## src/vcc_defines.vh

```
/*
 * shared constants of the oscillator calibration control block:
 * register offsets, field positions, reset values, codes and counts.
 * assumes inclusion by bare name from each design file.
 */
`ifndef VCC_DEFINES_VH
`define VCC_DEFINES_VH

// ----------------------------------------
// register map (word offsets, byte address = 4 * index)
// ----------------------------------------
`define VCC_IDX_CNT_RESET      8'h19
`define VCC_IDX_CAL_CTRL       8'h18
`define VCC_IDX_TRANSFER       8'h20
`define VCC_IDX_HOLDOVER       8'h21
`define VCC_IDX_STATUS         8'h22
`define VCC_ADDR_LSB           2

// ----------------------------------------
// field positions and reset values
// ----------------------------------------
`define VCC_START_BIT          0
`define VCC_DIV_HI             2
`define VCC_DIV_LO             1
`define VCC_CAL_CTRL_RST       8'h06
`define VCC_CNT_RESET_RST      8'h00
`define VCC_HOLDOVER_RST       2'h0
`define VCC_XFER_BIT           0

// ----------------------------------------
// divider codes and calibration length
// ----------------------------------------
`define VCC_DIV2               2'h0
`define VCC_DIV4               2'h1
`define VCC_DIV8               2'h2
`define VCC_DIV16              2'h3
`define VCC_CAL_CYCLES         8'h40
`define VCC_CNT_W              4

`endif
```

## src/vcc_cal_ctrl.v

```verilog
/*
 * oscillator calibration control: buffered/active register sets,
 * divided calibration clock, start-edge detection and result holding.
 * assumes a classic wishbone master on CORE_CLK and the pll
 * reference clock sampled as a synchronous level on REF_CLK_IN.
 */
// Chosen here: the Wishbone interface to the registers.
`include "vcc_defines.vh"

module vcc_cal_ctrl (
  input  wire        CORE_CLK,
  input  wire        SRST,
  input  wire        WB_CYC_I,
  input  wire        WB_STB_I,
  input  wire        WB_WE_I,
  input  wire [9:0]  WB_ADR_I,
  input  wire [31:0] WB_DAT_I,
  input  wire [3:0]  WB_SEL_I,
  output reg  [31:0] WB_DAT_O,
  output reg         WB_ACK_O,
  input  wire        REF_CLK_IN,
  output wire        CAL_CLK_OUT,
  output reg         CAL_BUSY,
  output reg         CAL_DONE,
  output reg  [1:0]  HOLDOVER_EN
);

  // ----------------------------------------
  // state
  // ----------------------------------------
  localparam ST_IDLE = 2'h0;
  localparam ST_RUN  = 2'h1;
  localparam ST_DONE = 2'h2;

  reg  [7:0] cal_buf_reg;
  reg  [7:0] cal_act_reg;
  reg  [7:0] cnt_rst_reg;
  reg        start_d_reg;
  reg  [1:0] state_reg;
  reg  [7:0] tick_cnt_reg;
  reg        xfer_pulse_reg;
  wire       req;
  wire       wr;
  wire [7:0] idx;
  wire       act_start;
  wire       cal_tick;
  wire       cal_clk;
  wire       start_rise;

  assign req       = WB_CYC_I & WB_STB_I & ~WB_ACK_O;
  assign wr        = req & WB_WE_I & WB_SEL_I[0];
  assign idx       = WB_ADR_I[9:`VCC_ADDR_LSB];
  assign act_start = cal_act_reg[`VCC_START_BIT];
  assign start_rise = act_start & ~start_d_reg;

  // ----------------------------------------
  // wishbone slave, one registered ack per request, in the cycle after it
  // ----------------------------------------
  // unmapped reads return zero and writes are dropped, still acked
  always @(posedge CORE_CLK) begin
    if (SRST) begin
      WB_ACK_O    <= 1'b0;
      WB_DAT_O    <= 32'h0000_0000;
      cal_buf_reg <= `VCC_CAL_CTRL_RST;
      cnt_rst_reg <= `VCC_CNT_RESET_RST;
      HOLDOVER_EN <= `VCC_HOLDOVER_RST;
      xfer_pulse_reg <= 1'b0;
    end else begin
      WB_ACK_O       <= req;
      xfer_pulse_reg <= 1'b0;
      if (wr) begin
        case (idx)
          `VCC_IDX_CAL_CTRL:  cal_buf_reg <= WB_DAT_I[7:0];
          `VCC_IDX_CNT_RESET: cnt_rst_reg <= WB_DAT_I[7:0];
          `VCC_IDX_HOLDOVER:  HOLDOVER_EN <= WB_DAT_I[1:0];
          `VCC_IDX_TRANSFER:  xfer_pulse_reg <= WB_DAT_I[`VCC_XFER_BIT];
          default: ;
        endcase
      end
      if (req & ~WB_WE_I) begin
        case (idx)
          `VCC_IDX_CAL_CTRL:  WB_DAT_O <= {24'h000000, cal_buf_reg};
          `VCC_IDX_CNT_RESET: WB_DAT_O <= {24'h000000, cnt_rst_reg};
          `VCC_IDX_HOLDOVER:  WB_DAT_O <= {{30{1'b0}}, HOLDOVER_EN};
          `VCC_IDX_STATUS:    WB_DAT_O <= {24'h000000, cal_act_reg[3:0], 2'h0, CAL_DONE, CAL_BUSY};
          default:            WB_DAT_O <= 32'h0000_0000;
        endcase
      end
    end
  end

  // ----------------------------------------
  // active set, loaded only by the transfer strobe
  // ----------------------------------------
  always @(posedge CORE_CLK) begin
    if (SRST) begin
      cal_act_reg <= `VCC_CAL_CTRL_RST;
      start_d_reg <= 1'b0;
    end else begin
      start_d_reg <= act_start;
      if (xfer_pulse_reg)
        cal_act_reg <= cal_buf_reg;
    end
  end

  // ----------------------------------------
  // calibration clock divider
  // ----------------------------------------
  vcc_clk_div u_div (
    .clk      (CORE_CLK),
    .srst     (SRST),
    .ref_in   (REF_CLK_IN),
    .run      (1'b1),
    .sel      (cal_act_reg[`VCC_DIV_HI:`VCC_DIV_LO]),
    .cal_clk  (cal_clk),
    .cal_tick (cal_tick)
  );

  assign CAL_CLK_OUT = cal_clk;

  // ----------------------------------------
  // calibration sequencer
  // ----------------------------------------
  // fixed count of calibration clocks, so length scales with ratio
  always @(posedge CORE_CLK) begin
    if (SRST) begin
      state_reg    <= ST_IDLE;
      tick_cnt_reg <= 8'h00;
      CAL_BUSY     <= 1'b0;
      CAL_DONE     <= 1'b0;
    end else if (~act_start) begin
      state_reg    <= ST_IDLE;
      tick_cnt_reg <= 8'h00;
      CAL_BUSY     <= 1'b0;
      CAL_DONE     <= 1'b0;
    end else begin
      case (state_reg)
        ST_IDLE: begin
          if (start_rise) begin
            state_reg    <= ST_RUN;
            tick_cnt_reg <= 8'h00;
            CAL_BUSY     <= 1'b1;
          end
        end
        ST_RUN: begin
          if (cal_tick) begin
            if (tick_cnt_reg == `VCC_CAL_CYCLES - 8'h01) begin
              state_reg <= ST_DONE;
              CAL_BUSY  <= 1'b0;
              CAL_DONE  <= 1'b1;
            end else begin
              tick_cnt_reg <= tick_cnt_reg + 8'h01;
            end
          end
        end
        ST_DONE: state_reg <= ST_DONE;
        default: state_reg <= ST_IDLE;
      endcase
    end
  end

endmodule

```

## src/vcc_clk_div.v

```verilog
/*
 * divides the reference clock by 2, 4, 8 or 16 into a calibration
 * clock level and a one-cycle tick on each calibration clock rise.
 * assumes the reference arrives as a synchronous level on core clock.
 */
`include "vcc_defines.vh"

module vcc_clk_div (
  input  wire       clk,
  input  wire       srst,
  input  wire       ref_in,
  input  wire       run,
  input  wire [1:0] sel,
  output reg        cal_clk,
  output reg        cal_tick
);

  reg                   ref_d_reg;
  reg [`VCC_CNT_W-1:0]  cnt_reg;
  wire                  ref_rise;
  wire [`VCC_CNT_W-1:0] half;

  // ----------------------------------------
  // half period in reference rises, minus one, per code
  // ----------------------------------------
  function [`VCC_CNT_W-1:0] half_of;
    input [1:0] code;
    begin
      case (code)
        `VCC_DIV2: half_of = 4'h0;
        `VCC_DIV4: half_of = 4'h1;
        `VCC_DIV8: half_of = 4'h3;
        default:   half_of = 4'h7;
      endcase
    end
  endfunction

  assign ref_rise = ref_in & ~ref_d_reg;
  assign half     = half_of(sel);

  // toggle the output every (ratio/2) reference rises
  always @(posedge clk) begin
    if (srst | ~run) begin
      ref_d_reg <= 1'b0;
      cnt_reg   <= 4'h0;
      cal_clk   <= 1'b0;
      cal_tick  <= 1'b0;
    end else begin
      ref_d_reg <= ref_in;
      cal_tick  <= 1'b0;
      if (ref_rise) begin
        if (cnt_reg >= half) begin
          cnt_reg  <= 4'h0;
          cal_clk  <= ~cal_clk;
          cal_tick <= ~cal_clk;
        end else begin
          cnt_reg <= cnt_reg + 4'h1;
        end
      end
    end
  end

endmodule

```

## config.mk

```make
export PLATFORM = sky130hd
export DESIGN_NAME = vcc_cal_ctrl
export DESIGN_NICKNAME = d
export VERILOG_FILES = /design/src/vcc_cal_ctrl.v /design/src/vcc_clk_div.v
export VERILOG_INCLUDE_DIRS = /design/src
export SDC_FILE = /design/constraint.sdc
export NUM_CORES = 1
export LEC_CHECK = 0
export BUFFER_PORTS_ARGS = -buffer_cell sky130_fd_sc_hd__buf_2
export CORE_MARGIN = 1.5
export CORE_UTILIZATION = 50
export CTS_CLUSTER_SIZE = 10
export DETAILED_ROUTE_END_ITERATION = 12
export PLACE_DENSITY = 0.9
export REMOVE_ABC_BUFFERS = 1
export SLEW_MARGIN = 20
export SYNTH_ARGS = -nofsm -noshare
export SYNTH_HDL_FRONTEND = slang
export SYNTH_HIERARCHICAL = 1
export SYNTH_SLANG_ARGS = --single-unit
export TNS_END_PERCENT = 20
```

## constraint.sdc

```tcl
create_clock -name CORE_CLK -period 2.2 [get_ports CORE_CLK]
set_input_delay 0.11 -clock CORE_CLK [delete_from_list [all_inputs] [get_ports CORE_CLK]]
set_output_delay 0.11 -clock CORE_CLK [all_outputs]
set_load 0.005 [all_outputs]
```

==> load_flow_metrics.sql, run 1 <==
INSERT INTO impl_metrics (metric_group, metric, value, unit) VALUES
('routing', 'detail_route.iter0.violations', '172', ''),
('yosys', 'ys_ff_latch', '52', ''),
('setup_path', 'slowest_delay', '500', 'ps'),
('global_route', 'gr-usage-all-layers', '19.4', '%'),
('hold_path', 'holdPathStages', '3', ''),
('setup_path', 'critPathTopFamily', 'compound AO/OA/AOI/OAI gates', ''),
('finish', 'final_net_count', '399', ''),
('timing', 'grt_setup_unrepaired', 'false', ''),
('global_route', 'globalRouteMet2Util', '34.8', '%'),
('setup_path', 'cp_endpoint_kind', 'flip-flop', ''),
('yosys', 'synthesized_netlist_cell_count', '303', ''),
('setup_path', 'timing.rr.start', 'cal_act_reg[2]', ''),
('routing', 'post-route-drc-count', '0', ''),
('setup_path', 'timing.rr.end', 'u_div/cal_clk', ''),
('finish', 'finish.utilization', '56.7', '%'),
('yosys', 'yosysSeqAreaShare', '39.0', '%'),
('routing', 'avg_vias_per_cell', '5.41', ''),
('yosys', 'mappedNetlistArea', '2670', 'um^2'),
('routing', 'detail_route.first_pass.iterations', '4', ''),
('routing', 'route.detailed.wl_per_inst', '13.2', 'um'),
('floorplanning', 'initial_core_utilization', '51.9', '%'),
('setup_path', 'startpoint_type', 'flip-flop', ''),
('global_route', 'antenna_found_initial', '0', ''),
('timing', 'fin_crit_sh', '90.8', '%'),
('routing', 'ant_nets', '0', ''),
('clocking', 'path_clk_slew', '100', 'ps'),
('clocking', 'root_buffer', 'clkbuf_8', ''),
('setup_path', 'worst_ep_arrival_time', '2200', 'ps'),
('finish', 'areaGrowthSynthToFinish', '9.33', '%'),
('global_route', 'grt_pass1_vias', '2144', ''),
('clocking', 'clock_insertion_delay_worst_skew', '310', 'ps'),
('clocking', 'clock_sinks', '52', ''),
('hold_path', 'hold_end', 'cnt_rst_reg[2]', ''),
('hold_path', 'hold_path_class', 'in2reg', ''),
('floorplanning', 'core.rowCount', '26', ''),
('clocking', 'cts-buffers-inserted', '5', ''),
('yosys', 'postSynthAreaPerCell', '8.80', 'um^2'),
('floorplanning', 'i_o_pins', '90', ''),
('pwr', 'p_per_area', '554', 'nW/um^2'),
('setup_path', 'required_time_at_the_worst_slack_endpoint', '2400', 'ps'),
('flow_run', 'max_cap_violations', '0', ''),
('setup_path', 'criticalPathCategory', 'reg2reg', ''),
('finish', 'num-fill-cells', '460', ''),
('setup_path', 'cp_max_fo', '6', ''),
('setup_path', 'critical_path.slowest_cell', 'a311oi_2', ''),
('clocking', 'ctsLongestPathBuffers', '2', ''),
('timing', 'transition_time_at_the_pin_with_the_least_slew_margin', '602', 'ps'),
('timing', 'maxSlewHeadroom', '59.7', '%'),
('timing', 'final-setup-viol-count', '0', ''),
('floorplanning', 'die_height', '76.0', 'um'),
('clocking', 'cts_tree', 'built', ''),
('placement', 'dp.final_hpwl', '3940', 'um'),
('timing', 'hold_viol', '0', ''),
('floorplanning', 'die_w', '76.0', 'um'),
('floorplanning', 'die_area', '5780', 'um^2'),
('timing', 'setup_tns', '0', 'ps'),
('global_route', 'grt_remaining_overflow', '0', ''),
('pwr', 'leakage', '0.00121', 'uW'),
('global_route', 'grt_first_pass_wirelength', '9230', 'um'),
('clocking', 'post_cts_hold_buffer_count', '0', ''),
('timing', 'achievable-frequency', '501', 'MHz'),
('hold_path', 'holdCritStartpoint', 'WB_DAT_I[2]', ''),
('placement', 'routabilityCongestion', '0.816', ''),
('global_route', 'grt.met3_usage', '4.67', '%'),
('global_route', 'grt-busiest-layer', 'met2', ''),
('yosys', 'synth_warnings', '6', ''),
('setup_path', 'timing.critical_path.cells', 'or2_2 -> ha_1 -> nand2b_1 -> a311oi_2 -> nor4_1 -> o21bai_1', ''),
('global_route', 'grt_start_max_net_pins', '21', ''),
('floorplanning', 'core', '5140', 'um^2'),
('setup_path', 'reg2reg_setup_slack', '200', 'ps'),
('finish', 'drive_gt1_share', '18.2', '%'),
('timing', 'final.setup_skew', '9.91', 'ps'),
('timing', 'final-max-slew-violation-count', '0', ''),
('placement', 'portBuffers', '36', ''),
('clocking', 'maximum_level_of_the_cts_h_tree', '2', ''),
('finish', 'antenna_cells_inserted', '0', ''),
('routing', 'routed-via-count', '2223', ''),
('setup_path', 'critical_path.n_buffers_inverters', '0', ''),
('routing', 'drt_wl_total', '5430', 'um'),
('setup_path', 'rr_worst_depth', '6', ''),
('timing', 'finalCriticalPeriod', '2000', 'ps'),
('pwr', 'vdd.ir_drop.worst', '369', 'uV'),
('global_route', 'grtUsageMet1', '22.4', '%'),
('outcome', 'outcome', 'completed', ''),
('yosys', 'post_synth_num_cell_types', '47', '');
## worst reg2reg max path, delay by kind of cell (launching register included)
| family | cells | cell delay (ps) |
|---|---|---|
| AO/OA/AOI/OAI | 2 | 670 |
| AND/OR/NAND/NOR | 3 | 600 |
| flip-flops | 1 | 350 |
| adder cells (fa/ha/maj) | 1 | 260 |
## logic make-up (layout without fill, tap and decap cells)
group / count (synthesis) / count (layout) / share of synthesized area (%)
and+or+nand+nor: 121 / 121 / 24.2
xor gates and xnor gates: 1 / 1 / 0.328
buffers and inverters: 43 / 57 / 10.2
muxes: 26 / 26 / 9.80
adders and majority gates: 7 / 7 / 3.28
AOI/OAI and AO/OA: 51 / 51 / 12.8
other: 2 / 26 / 0.282
DFF: 52 / 52 / 39.0
## timing repair
action | in CTS | in global routing
endpoints found under the setup margin | 0 | 2
setup buffers | 0 | 0
gates resized for setup | 0 | 1
endpoints found under the hold margin | 0 | 0
## where the power goes
| group | leakage, uW | total, uW | internal (uW) | switching, uW |
|---|---|---|---|---|
| logic | 0.000749 | 99.5 | 33.8 | 65.7 |
| registers | 0.000419 | 945 | 943 | 1.88 |
| clock network | 0.0000445 | 571 | 256 | 314 |
## cells in the final DEF, fill, tap and decap left out, types with 6 or more instances in the layout
master,count
dfxtp_1,52
nor2_1,38
buf_2,36
conb_1,26
mux2i_1,25
nand2_1,25
a21oi_1,14
o21ai_0,10
inv_1,9
nor2b_1,7
nand3_1,7
ha_1,7
nand2b_1,6
a22oi_1,6
clkbuf_8,6
## stage by stage
stage / std cells / power [uW] / cell area (um^2) / hold slack [ps] / setup WS [ps]
3_3_place_gp: 403 / 1060 / 2820 / 339 / 301
3_5_place_dp: 403 / 1060 / 2820 / 353 / 256
4_1_cts: 411 / 1620 / 2910 / 34.4 / 228
2_1_floorplan: 293 / 1010 / 2520 / 179 / 419
6_report: 411 / 1620 / 2920 / 42.5 / 203
5_1_grt: 411 / 1670 / 2920 / 37.1 / 69.6
## synthesized netlist by cell type, drive strengths merged
| master | instances | area (um^2) |
|---|---|---|
| nor4 | 5 | 31.3 |
| nand4bb | 1 | 11.3 |
| or3 | 1 | 11.3 |
| nor2b | 7 | 43.8 |
| nand4b | 3 | 26.3 |
| o21ai | 11 | 55.1 |
| nor2 | 38 | 143 |
| and2 | 3 | 18.8 |
| ha | 7 | 87.6 |
| nor3 | 7 | 57.6 |
| mux2 | 1 | 11.3 |
| inv | 9 | 33.8 |
| nand2 | 26 | 105 |
| buf | 29 | 220 |
| clkbuf | 5 | 18.8 |
| a211o | 4 | 35.0 |
| o31ai | 1 | 7.51 |
| or2 | 2 | 12.5 |
| a21o | 1 | 7.51 |
| o211ai | 1 | 7.51 |
| nand3b | 3 | 22.5 |
| and3b | 1 | 10.0 |
| mux2i | 25 | 250 |
| or3b | 2 | 17.5 |
| and3 | 2 | 12.5 |
| or4 | 3 | 26.3 |
| a22oi | 6 | 45.0 |
| conb | 2 | 7.51 |
| a31oi | 4 | 25.0 |
| xor2 | 1 | 8.76 |
| nand4 | 4 | 25.0 |
| dfxtp | 52 | 1040 |
| nand3 | 7 | 35.0 |
| a211oi | 2 | 15.0 |
| o21bai | 1 | 7.51 |
| a311oi | 1 | 15.0 |
| nand2b | 6 | 37.5 |
| a21oi | 15 | 78.8 |
| o32ai | 4 | 42.6 |
## cell type report
type / count / area (um^2) / area share (%)
clock buffer: 7 / 86.3 / 2.96
clock inverter: 1 / 7.51 / 0.257
inverter: 9 / 33.8 / 1.16
multi-input combinational: 232 / 1450 / 49.7
sequential: 52 / 1040 / 35.7
tap: 70 / 87.6 / 3.00
timing repair buffer: 40 / 210 / 7.21
## metal layers
metal / wire length [um] / up-vias
met2: 2790 / 66
met3: 262 / 6
met5: 0 / -
li1: - / 1090
met4: 59 / 0
met1: 2310 / 1061
## how the worst max path moves through the flow
| stage | start | end | slack, ps | cells after the start |
|---|---|---|---|---|
| 6_report | cal_act_reg[2] | u_div/cal_clk | 200 | 6 |
| 5_1_grt | cal_act_reg[2] | u_div/cnt_reg[2] | 70 | 6 |
| 4_1_cts | tick_cnt_reg[0] | state_reg[1] | 230 | 6 |
| 3_5_place_dp | tick_cnt_reg[0] | state_reg[1] | 260 | 6 |
| 3_3_place_gp | cal_act_reg[2] | u_div/cal_clk | 300 | 6 |
| 2_1_floorplan | cal_act_reg[2] | u_div/cal_clk | 420 | 6 |
No activity file was read; power rests on OpenSTA's default activity.
==> run 2, diff against run 1 <==
CELL_PAD_IN_SITES_DETAIL_PLACEMENT = 0   (was unset)
CELL_PAD_IN_SITES_GLOBAL_PLACEMENT = 1   (was unset)
CORE_UTILIZATION = 37   (was 50)
PLACE_DENSITY = 0.91   (was 0.9)
==> run 2 against run 1 <==
  * Sequential share of layout area fell by 0.65 points
  * Cell count rose by 6.6%
  * Wire length fell by 3.8%
  * Register-to-register slack improved by 40 ps
  * Utilization fell by 14 points
  * Clock skew fell by 3.1 ps
  * Critical path type unchanged
  * Critical path depth did not move
  * Sequential power barely moved
  * Global-route usage fell by 5.5 points
==> load_flow_metrics.sql, run 2 (synthesized netlist as in run 1, its figures left out) <==
INSERT INTO impl_metrics (metric_group, metric, value, unit) VALUES
('finish', 'final-seq-area', '1040', 'um^2'),
('setup_path', 'rr_worst_depth', '6', ''),
('floorplanning', 'initial_core_utilization', '38.8', '%'),
('routing', 'detail_route.iter0.violations', '74', ''),
('pwr', 'p_per_area', '558', 'nW/um^2'),
('routing', 'ant_nets', '0', ''),
('timing', 'fin_hold_ws', '38.3', 'ps'),
('finish', 'layout.cells.most_common_list', 'dfxtp_1 (52), nor2_1 (38), buf_2 (36)', ''),
('setup_path', 'criticalPathCategory', 'reg2reg', ''),
('timing', 'final-setup-viol-count', '0', ''),
('clocking', 'cts-buffers-inserted', '5', ''),
('finish', 'drive_gt1_share', '18.4', '%'),
('timing', 'final.setup_skew', '6.77', 'ps'),
('pwr', 'switchingPower', '354', 'uW'),
('setup_path', 'startpoint_type', 'flip-flop', ''),
('global_route', 'grt_first_pass_wirelength', '8400', 'um'),
('pwr', 'combinationalPowerShare', '5.9', '%'),
('setup_path', 'cp_endpoint_kind', 'flip-flop', ''),
('routing', 'detail_route.first_pass.iterations', '5', ''),
('finish', 'num-fill-cells', '692', ''),
('pwr', 'leakage', '0.00123', 'uW'),
('clocking', 'post_cts_hold_buffer_count', '0', ''),
('pwr', 'internal-power', '1300', 'uW'),
('timing', 'finalCriticalPeriod', '1950', 'ps'),
('finish', 'multi_input_area', '1440', 'um^2'),
('finish', 'finish.utilization', '43.2', '%'),
('global_route', 'grt_start_max_net_pins', '20', ''),
('clocking', 'clock_insertion_delay_worst_skew', '300', 'ps'),
('routing', 'avg_vias_per_cell', '4.98', ''),
('hold_path', 'holdPathStages', '2', ''),
('placement', 'portBuffers', '36', ''),
('pwr', 'vdd.ir_drop.worst', '249', 'uV'),
('clocking', 'root_buffer', 'clkbuf_8', ''),
('setup_path', 'worst_ep_arrival_time', '2140', 'ps'),
('global_route', 'grt_pass1_vias', '1866', ''),
('clocking', 'maximum_level_of_the_cts_h_tree', '2', ''),
('clocking', 'postCtsSetupRepairBufs', '0', ''),
('floorplanning', 'die_w', '87.9', 'um'),
('floorplanning', 'core', '6870', 'um^2'),
('finish', 'final_cell_count_no_fill', '438', ''),
('global_route', 'gr-usage-all-layers', '13.8', '%'),
('timing', 'hold_viol', '0', ''),
('finish', 'most_common_library_cell_in_the_layout_ignoring_fill_and_taps', 'dfxtp_1', ''),
('clocking', 'clock_sinks', '52', ''),
('clocking', 'cts-resized-gates', '0', ''),
('routing', 'drt_wl_total', '5220', 'um'),
('floorplanning', 'die_area', '7730', 'um^2'),
('placement', 'routabilityCongestion', '0.753', ''),
('floorplanning', 'i_o_pins', '90', ''),
('setup_path', 'required_time_at_the_worst_slack_endpoint', '2390', 'ps'),
('pwr', 'finalPower', '1660', 'uW'),
('pwr', 'power.clock.fraction', '37.1', '%'),
('global_route', 'grt_remaining_overflow', '0', ''),
('floorplanning', 'die_height', '87.9', 'um'),
('routing', 'route.detailed.wl_per_inst', '11.9', 'um'),
('pwr', 'switching_share', '21.3', '%'),
('timing', 'achievable-frequency', '512', 'MHz'),
('clocking', 'path_clk_slew', '90', 'ps'),
('outcome', 'outcome', 'completed', ''),
('pwr', 'pwr-share-seq', '57.0', '%'),
('hold_path', 'hold_path_class', 'in2reg', ''),
('floorplanning', 'core.rowCount', '30', ''),
('finish', 'areaGrowthSynthToFinish', '11.4', '%'),
('flow_run', 'max_cap_violations', '0', ''),
('clocking', 'cts_tree', 'built', ''),
('setup_path', 'cp_max_fo', '6', ''),
('timing', 'grt_setup_unrepaired', 'false', ''),
('routing', 'routed-via-count', '2180', ''),
('timing', 'fin_crit_sh', '88.9', '%'),
('finish', 'final_net_count', '402', ''),
('placement', 'dp.final_hpwl', '3940', 'um'),
('timing', 'setup_tns', '0', 'ps'),
('finish', 'antenna_cells_inserted', '0', ''),
('routing', 'post-route-drc-count', '0', ''),
('global_route', 'antenna_found_initial', '0', ''),
('clocking', 'ctsLongestPathBuffers', '2', ''),
('timing', 'final-max-slew-violation-count', '0', ''),
('placement', 'numPlacedInstances', '432', '');
==> run 2: cell count changes in the layout (fill, tap and decap cells not counted), sizes merged <==
cell | previous run | this run
bufinv | 0 | 1
buf | 40 | 43
clkbuf | 7 | 5
clkinvlp | 1 | 0
==> run 2: stage by stage <==
stage	area, um^2	setup WS (ps)
2_1_floorplan	2520	419
3_3_place_gp	2870	285
4_1_cts	2970	256
6_report	2970	245
5_1_grt	2970	124
3_5_place_dp	2870	278
==> run 2: path summary, 6_finish.rpt <==
check | endpoint | from | slack (ps)
worst max-delay path | u_div/cal_clk | cal_act_reg[2] | 250
worst min-delay path | u_div/ref_d_reg | REF_CLK_IN | 40
worst max register to register | u_div/cal_clk | cal_act_reg[2] | 250
worst min register to register | WB_DAT_O[7] | WB_DAT_O[7] | 450
==> run 2: area by class of cell <==
cell class | instances | share of cell area, %
Clock buffer | 5 | 2.32
Timing Repair Buffer | 43 | 7.83
Clock inverter | 1 | 1.01
Sequential cell | 52 | 35.0
Inverter | 9 | 1.14
Multi-Input combinational cell | 232 | 48.6
Tap cell | 96 | 4.04
==> run 2: worst max-delay path, stage by stage (launching register included) <==
cell and delay (ps):
dfxtp_1 350, or2_2 300, ha_1 270, nand2b_1 170, a311oi_2 470, nor4_1 120
o21bai_1 170
==> run 2: power by group through the flow <==
stage	Clock, uW	Combinational [uW]	Sequential (uW)
after detailed placement	0	96.8	967
after floorplan	0	44.1	967
after CTS	631	97.2	945
after global placement	0	95.6	967
after global routing	663	112	945
final	614	97.9	945
==> run 2: per-layer routing <==
metal | global-route usage [%] | share of wire, %
met3 | 3.58 | 5.4
met5 | 0 | 0
met2 | 21.9 | 45
met4 | 3.46 | 0.82
met1 | 18.8 | 49
